## config.mk

```make
export PLATFORM = sky130hd
export DESIGN_NAME = tcpc_regs
export DESIGN_NICKNAME = d
export VERILOG_FILES = /design/src/logic/tcpc_pkg.sv /design/src/logic/tcpc_regs.sv
export SDC_FILE = /design/constraint.sdc
export NUM_CORES = 1
export LEC_CHECK = 0
export BUFFER_PORTS_ARGS = -buffer_cell sky130_fd_sc_hd__buf_4
export CAP_MARGIN = 20
export CORE_UTILIZATION = 55
export CTS_BUF_LIST = sky130_fd_sc_hd__clkbuf_4
export DETAILED_ROUTE_END_ITERATION = 8
export PLACE_DENSITY_LB_ADDON = 0.12
export SLEW_MARGIN = 20
export SYNTH_ARGS = -nofsm -noshare
export SYNTH_HDL_FRONTEND = slang
export SYNTH_SLANG_ARGS = --single-unit
```

## constraint.sdc

```tcl
create_clock -name clk -period 3.8 [get_ports clk]
set_input_delay 0.19 -clock clk [delete_from_list [all_inputs] [get_ports clk]]
set_output_delay 0.19 -clock clk [all_outputs]
set_load 0.01 [all_outputs]
```

## src/logic/tcpc_pkg.sv

```systemverilog
// package for the transmit, clock output and frame handler register bank
// assumes one clock, the crystal reference, and a synchronous active-low reset
package tcpc_pkg;
  // register addresses (decimal 26 to 31)
  localparam logic [4:0] ADDR_TX_FILTER_POWER = 5'h1A;
  localparam logic [4:0] ADDR_CLOCK_OUTPUT_CONTROL = 5'h1B;
  localparam logic [4:0] ADDR_FRAME_CODING_LENGTH = 5'h1C;
  localparam logic [4:0] ADDR_LOCAL_STATION_ADDRESS = 5'h1D;
  localparam logic [4:0] ADDR_FRAME_OPTIONS_STATUS = 5'h1E;
  localparam logic [4:0] ADDR_BUFFER_OPTIONS = 5'h1F;
  // reset values
  localparam logic [7:0] RST_TX_FILTER_POWER = 8'h72;
  localparam logic [7:0] RST_CLOCK_OUTPUT_CONTROL = 8'hBC;
  localparam logic [7:0] RST_FRAME_CODING_LENGTH = 8'h00;
  localparam logic [7:0] RST_LOCAL_STATION_ADDRESS = 8'h00;
  localparam logic [7:0] RST_FRAME_OPTIONS_STATUS = 8'h48;
  localparam logic [7:0] RST_BUFFER_OPTIONS = 8'h00;
  // field positions
  localparam int CUTOFF_LSB = 4;
  localparam int POWER_LSB = 1;
  localparam int CLKOUT_ON_BIT = 7;
  localparam int CLKOUT_DIV_LSB = 2;
  localparam int MANCHESTER_BIT = 7;
  localparam int PAYLOAD_LSB = 0;
  localparam int VARLEN_BIT = 7;
  localparam int PREAMBLE_LSB = 5;
  localparam int WHITEN_BIT = 4;
  localparam int CRC_ON_BIT = 3;
  localparam int ADDR_FILT_LSB = 1;
  localparam int CRC_STATUS_BIT = 0;
  localparam int AUTOCLR_OFF_BIT = 7;
  localparam int STBY_READ_BIT = 6;
  // address filter modes and broadcast codes
  localparam logic [1:0] FILT_OFF = 2'h0;
  localparam logic [1:0] FILT_NODE = 2'h1;
  localparam logic [1:0] FILT_NODE_ZERO = 2'h2;
  localparam logic [1:0] FILT_NODE_ZERO_ONES = 2'h3;
  localparam logic [7:0] BCAST_ZERO = 8'h00;
  localparam logic [7:0] BCAST_ONES = 8'hFF;
  // configuration seen by the transmitter, receiver and buffer logic
  typedef struct packed {
    logic [3:0] interp_cutoff;
    logic [2:0] tx_power;
    logic clkout_on;
    logic [4:0] clkout_div;
    logic manchester_on;
    logic [6:0] payload_len;
    logic [7:0] node_addr;
    logic variable_len;
    logic [2:0] preamble_bytes;
    logic whitening_on;
    logic crc_on;
    logic [1:0] addr_filt;
    logic autoclr_off;
    logic stby_read;
  } tcpc_cfg_t;
endpackage

```

## src/logic/tcpc_regs.sv

```systemverilog
// register bank: transmit filter and power, clock output, frame handler settings
// assumes the serial port decoder and packet engine run on the crystal clock
`timescale 1ns/1ps
module tcpc_regs
(
  // clock and reset
  input wire logic clk,
  input wire logic resetn,
  // register access from the serial port decoder
  input wire logic [4:0] reg_addr,
  input wire logic reg_wr,
  input wire logic reg_rd,
  input wire logic [7:0] reg_wdata,
  output logic [7:0] reg_rdata,
  output logic reg_rvalid,
  // packet engine events
  input wire logic crc_done,
  input wire logic crc_pass,
  input wire logic rx_addr_valid,
  input wire logic [7:0] rx_addr,
  output logic addr_result_valid,
  output logic addr_accept,
  output logic fifo_flush,
  // configuration and clock output pin
  output tcpc_pkg::tcpc_cfg_t cfg,
  output logic clkout
);

  logic [7:0] r26_q, r26_d;
  logic [7:0] r27_q, r27_d;
  logic [7:0] r28_q, r28_d;
  logic [7:0] r29_q, r29_d;
  logic [7:0] r30_q, r30_d;
  logic [7:0] r31_q, r31_d;
  logic [7:0] rdata_q, rdata_d;
  logic rvalid_q;
  logic flush_q;
  logic accept_q;
  logic aval_q;
  logic [4:0] cnt_q, cnt_d;
  logic tog_q, tog_d;

  // address filter decision
  function automatic logic filt_ok(input logic [1:0] mode, input logic [7:0] node,
                                   input logic [7:0] a);
    begin
      case (mode)
        tcpc_pkg::FILT_OFF: filt_ok = 1'b1;
        tcpc_pkg::FILT_NODE: filt_ok = (a == node);
        tcpc_pkg::FILT_NODE_ZERO: filt_ok = (a == node) || (a == tcpc_pkg::BCAST_ZERO);
        default: filt_ok = (a == node) || (a == tcpc_pkg::BCAST_ZERO)
                           || (a == tcpc_pkg::BCAST_ONES);
      endcase
    end
  endfunction

  // write decode
  wire logic wr26 = reg_wr && (reg_addr == tcpc_pkg::ADDR_TX_FILTER_POWER);
  wire logic wr27 = reg_wr && (reg_addr == tcpc_pkg::ADDR_CLOCK_OUTPUT_CONTROL);
  wire logic wr28 = reg_wr && (reg_addr == tcpc_pkg::ADDR_FRAME_CODING_LENGTH);
  wire logic wr29 = reg_wr && (reg_addr == tcpc_pkg::ADDR_LOCAL_STATION_ADDRESS);
  wire logic wr30 = reg_wr && (reg_addr == tcpc_pkg::ADDR_FRAME_OPTIONS_STATUS);
  wire logic wr31 = reg_wr && (reg_addr == tcpc_pkg::ADDR_BUFFER_OPTIONS);

  // checksum result is updated only by the packet engine
  wire logic crc_bit_d = crc_done ? crc_pass : r30_q[tcpc_pkg::CRC_STATUS_BIT];
  wire logic [6:0] r30_hi_d = wr30 ? reg_wdata[7:1] : r30_q[7:1];

  assign r26_d = wr26 ? reg_wdata : r26_q;
  assign r27_d = wr27 ? reg_wdata : r27_q;
  assign r28_d = wr28 ? reg_wdata : r28_q;
  assign r29_d = wr29 ? reg_wdata : r29_q;
  assign r30_d = {r30_hi_d, crc_bit_d};
  assign r31_d = wr31 ? reg_wdata : r31_q;

  // read decode, unmapped addresses read as zero
  assign rdata_d =
    (reg_addr == tcpc_pkg::ADDR_TX_FILTER_POWER) ? r26_q :
    (reg_addr == tcpc_pkg::ADDR_CLOCK_OUTPUT_CONTROL) ? r27_q :
    (reg_addr == tcpc_pkg::ADDR_FRAME_CODING_LENGTH) ? r28_q :
    (reg_addr == tcpc_pkg::ADDR_LOCAL_STATION_ADDRESS) ? r29_q :
    (reg_addr == tcpc_pkg::ADDR_FRAME_OPTIONS_STATUS) ? r30_q :
    (reg_addr == tcpc_pkg::ADDR_BUFFER_OPTIONS) ? r31_q : 8'h00;

  always_ff @(posedge clk)
  begin
    if (!resetn)
    begin
      r26_q <= tcpc_pkg::RST_TX_FILTER_POWER;
      r27_q <= tcpc_pkg::RST_CLOCK_OUTPUT_CONTROL;
      r28_q <= tcpc_pkg::RST_FRAME_CODING_LENGTH;
      r29_q <= tcpc_pkg::RST_LOCAL_STATION_ADDRESS;
      r30_q <= tcpc_pkg::RST_FRAME_OPTIONS_STATUS;
      r31_q <= tcpc_pkg::RST_BUFFER_OPTIONS;
    end
    else
    begin
      r26_q <= r26_d;
      r27_q <= r27_d;
      r28_q <= r28_d;
      r29_q <= r29_d;
      r30_q <= r30_d;
      r31_q <= r31_d;
    end
  end

  // read data and packet event outputs
  always_ff @(posedge clk)
  begin
    if (!resetn)
    begin
      rdata_q <= 8'h00;
      rvalid_q <= 1'b0;
      flush_q <= 1'b0;
      accept_q <= 1'b0;
      aval_q <= 1'b0;
    end
    else
    begin
      rdata_q <= reg_rd ? rdata_d : rdata_q;
      rvalid_q <= reg_rd;
      flush_q <= crc_done && !crc_pass && !r31_q[tcpc_pkg::AUTOCLR_OFF_BIT];
      accept_q <= rx_addr_valid && filt_ok(cfg.addr_filt, cfg.node_addr, rx_addr);
      aval_q <= rx_addr_valid;
    end
  end

  assign reg_rdata = rdata_q;
  assign reg_rvalid = rvalid_q;
  assign fifo_flush = flush_q;
  assign addr_accept = accept_q;
  assign addr_result_valid = aval_q;

  // configuration fields
  assign cfg.interp_cutoff = r26_q[tcpc_pkg::CUTOFF_LSB +: 4];
  assign cfg.tx_power = r26_q[tcpc_pkg::POWER_LSB +: 3];
  assign cfg.clkout_on = r27_q[tcpc_pkg::CLKOUT_ON_BIT];
  assign cfg.clkout_div = r27_q[tcpc_pkg::CLKOUT_DIV_LSB +: 5];
  assign cfg.manchester_on = r28_q[tcpc_pkg::MANCHESTER_BIT];
  assign cfg.payload_len = r28_q[tcpc_pkg::PAYLOAD_LSB +: 7];
  assign cfg.node_addr = r29_q;
  assign cfg.variable_len = r30_q[tcpc_pkg::VARLEN_BIT];
  assign cfg.preamble_bytes = {1'b0, r30_q[tcpc_pkg::PREAMBLE_LSB +: 2]} + 3'h1;
  assign cfg.whitening_on = r30_q[tcpc_pkg::WHITEN_BIT];
  assign cfg.crc_on = r30_q[tcpc_pkg::CRC_ON_BIT];
  assign cfg.addr_filt = r30_q[tcpc_pkg::ADDR_FILT_LSB +: 2];
  assign cfg.autoclr_off = r31_q[tcpc_pkg::AUTOCLR_OFF_BIT];
  assign cfg.stby_read = r31_q[tcpc_pkg::STBY_READ_BIT];

  // clock output divider: toggle every N crystal cycles gives crystal over 2N; N of 0 passes the crystal clock straight through
  wire logic div_zero = (cfg.clkout_div == 5'h00);
  wire logic cnt_end = (cnt_q >= (cfg.clkout_div - 5'h01));
  assign cnt_d = (div_zero || cnt_end) ? 5'h00 : cnt_q + 5'h01;
  assign tog_d = div_zero ? 1'b0 : (cnt_end ? !tog_q : tog_q);

  always_ff @(posedge clk)
  begin
    if (!resetn)
    begin
      cnt_q <= 5'h00;
      tog_q <= 1'b0;
    end
    else
    begin
      cnt_q <= cnt_d;
      tog_q <= tog_d;
    end
  end

  assign clkout = cfg.clkout_on && (div_zero ? clk : tog_q);
endmodule

```

-- Word-level counts from Yosys, hierarchy flattened
Cells that the tools add are included.
- flip-flop bits (word level): 66
- bits of input ports: 28
- output and inout port bits: 52
- logic and storage cells: 59
- add/sub/neg operators: 3
- order comparisons: 1
- eq/ne operators: 10
- multiplexer cells: 9
- bitwise gates (word level): 1
- reduce and logical (&&, ||, !) cells: 21
- operators with widths (kind ; count):
    $mux 8 ; 6
    $eq 5x5->1 const B ; 6
    $logic_and 1x1->1 ; 10
    $eq 8x8->1 ; 1
    $eq 8x8->1 const B ; 1
    $logic_not 8->1 ; 1
    $add 5x1->5 const B ; 1
    $ge 5x5->1 ; 1
    $logic_not 5->1 ; 1
    $sub 5x1->5 const B ; 1
    $reduce_or 2->1 ; 2
    $add 2x1->3 const B ; 1
    $logic_not 1->1 ; 3
    $logic_or 1x1->1 ; 3
    $pmux 1 s3 ; 1
    $eq 2x1->1 const B ; 1
    $eq 2x2->1 const B ; 1
    $logic_not 2->1 ; 1
    $mux 1 ; 2
    $not 1->1 ; 1

-- Longest topological paths before layout
- depth in word-level cells: 7
- gate-level depth with buffers: 8
- mapped depth without buffers: 8

==> flow_summary.yaml <==
sta:
  final.setup.tns_ps: 0
  worstMarginPinSlew_ps: 779.8
  setup_violations: 0
  timing.slew.headroom_pct: 47.79
  whs_ps: 8.252
  drv_slew: 0
  clock_skew_ps: 12.79
  hold_viol: 0
  rsz0062_at_grt: "no"
logic_synthesis:
  syn-num-nets: 429
  synth_cell_type_count: 47
  synth_area_mm2: 0.003362
  asyncSetResetFlopFracSynth_pct: 0
  ys_seq_area_share_pct: 39.30
  synth.area.top_cells: "dfxtp_1, nand2_1, mux2i_1"
  synth_top_area_cell: "dfxtp_1"
  syn_area_per_cell_um2: 8.555
  syn_inst: 393
  synthFlopType: "dfxtp_1"
  synth_edf_count: 0
  synth_top_cell_area_share_pct: 39.30
  ys_ff_latch: 66
  yosys_warnings: 0
cells_and_area:
  final_nets: 495
  fin_cells: 540
  multi_input_area_mm2: 0.001768
  drive_above_1_share_pct: 22.84
  fillers: 476
  seq_area_mm2: 0.001321
  postLayoutCellArea_mm2: 0.004103
  areaGrowthSynthToFinish_pct: 22.03
place:
  gp_congestion: 0.7840
  dp.cells: 506
  post_dp_cell_area_mm2: 0.003802
  dpl.hpwl_um: 5994
  io_buffers: 79
clock_network:
  path_clk_slew_ps: 120
  postCtsHoldBufs: 14
  ctsResizeCount: 0
  post_cts_buffers: 0
  cts_tree: "yes"
  clk_latency_ps: 520
floorplanning:
  initial_utilization_pct: 56.78
  die-area_mm2: 0.006430
  die-height_um: 80.19
  ioPinCount: 80
  die_x_um: 80.19
  rows: 28
  core_area_mm2: 0.005921
detailed_routing:
  initialDrtViolationCount: 181
  vias: 3071
  viasPerCell: 5.687
  wl_per_cell_um: 15.89
  drcViolationCount: 0
  dr.pass1.iters: 5
  routed_wl_um: 8581
  drtAntennaViolNets: 0
critical_path:
  cp_common_cell: "clkbuf_4"
  cp_slowest_cell: "mux2i_1"
  crit_chain: "clkbuf_4, clkbuf_4, mux2i_1, nor2b_1, buf_4"
  critical-path-top-delay-family: "buffers and inverters"
  critPathCaptureType: "output port"
  worstPathMaxFanout: 3
  worst-path-buf-inv: 3
  cp.required_ps: 3610
  slowest_delay_ps: 170
  cp.arrival_ps: 2510
  path_class: "clock port to output port"
  timing.critical_path.from_type: "clock port"
global_route:
  grt_pass1_wl_um: 13590
  grt_max_degree: 69
  gr-total-overflow: 0
  grt_pass1_vias: 2788
  track_usage_pct: 28.80
  grt_antenna_before_repair: 1
outcome:
  status: "completed"
min_path:
  hold_path.class: "input pin to flop"
pwr:
  powerDensity_mw_per_mm2: 334.6
  p_leak_nw: 1.650
  ir_worst_vdd_mv: 0.2099
flow_run:
  drv_cap: 0
## sequential cells by signal, indices dropped and copies added (netlist names)
register and count:
fifo_flush 1, addr_result_valid 1, reg_rvalid 1, r27_q 8
r28_q 8, addr_accept 1, tog_q 1, cnt_q 5
reg_rdata 8, r29_q 8, r31_q 8, r30_q 8
r26_q 8
## cell usage in the layout, fill, tap and decap left out, drive strengths merged, types with 2 or more instances in the layout
cell type    netlist  layout
a21boi            20      20
buf               27      79
clkbuf            14      12
clkinv             0       3
dfxtp             66      66
dlygate4sd3        0      14
ha                 8       8
inv                7       9
mux2i             23      23
nand2             63      63
nand2b             3       3
nand3             23      23
nand4              3       3
nor2              14      14
nor2b             18      18
nor3               4       4
nor3b              6       6
nor4b              2       2
o211ai             5       5
o21ai             47      47
o22ai              8       8
or3                2       2
or4                2       2
xnor2              7       7
xor2               6       6
## per-stage QoR
step,utilization [%],setup slack (ps),total power [W]
after floorplan,-,1518,0.0008032
after global placement,64.22,1415,0.0008627
after detailed placement,64.22,1415,0.0008640
after CTS,69.25,1069,0.001375
after global routing,69.29,1085,0.001426
final,69.29,1097,0.001373
## tightest hold or removal path, delay by kind of cell
family,cells,cell delay (ps)
AOI/OAI and AO/OA,1,100
buffers and inverters,1,130
and+or+nand+nor,1,80
## cell type report
cell class,instances,share of cell area (%)
diodes,1,0.06099
inverters,7,0.6404
repair buffers,92,17.69
flip-flops and latches,66,32.21
clock inverters,7,1.647
clock buffers,13,2.379
well taps,75,2.287
multi-input cells,279,43.09
## path summary, 6_finish.rpt
path | from | end | slack [ps] | depth (start not counted)
worst max-delay path | clk | clkout | 1100 | 5
worst min-delay path | reg_addr[4] | reg_rdata[7]$_SDFFE_PN0P_ | 8 | 3
worst max register to register | r27_q[2]$_SDFFE_PN1P_ | cnt_q[3]$_SDFF_PP0_ | 1570 | 8
worst min register to register | tog_q$_SDFFE_PP0P_ | tog_q$_SDFFE_PP0P_ | 480 | 2
## where the power goes
part | total [W] | switching (W) | internal (W)
clock | 0.000513 | 0.000278 | 0.000235
combinational | 0.000146 | 0.0000788 | 0.0000675
sequential | 0.000713 | 0.00000934 | 0.000704
total | 0.00137 | 0.000366 | 0.00101
## routing by layer
layer  track usage [%]  part of all wire, %  wire (um)  up-vias
li1                  -                    -          -     1476
met1             36.64                   45       3827     1457
met2             43.33                   46       3971      109
met3             6.591                  5.3        459       29
met4             19.11                  3.8        323        0
met5                 0                    0          0        -
## cells in the mapped netlist, types with 5 or more instances
cell      instances
xnor2_1           7
xor2_1            6
ha_1              8
nand2_1          63
dfxtp_1          66
nor3b_1           6
a21boi_0         19
nor2_1           12
inv_1             7
o21ai_0          44
mux2i_1          23
o211ai_1          5
nand3_1          22
clkbuf_1         14
buf_4            24
nor2b_1          18
o22ai_1           8
## cells by family after synthesis
logic type                 synth area share [%]
and+or+nand+nor                           22.74
adders and majority gates                 2.977
xor gates and xnor gates                  3.387
buffers and inverters                     8.113
DFF                                       39.30
AOI/OAI and AO/OA                         15.63
muxes                                     7.853
Note: power is estimated with default switching activity, not from simulation.
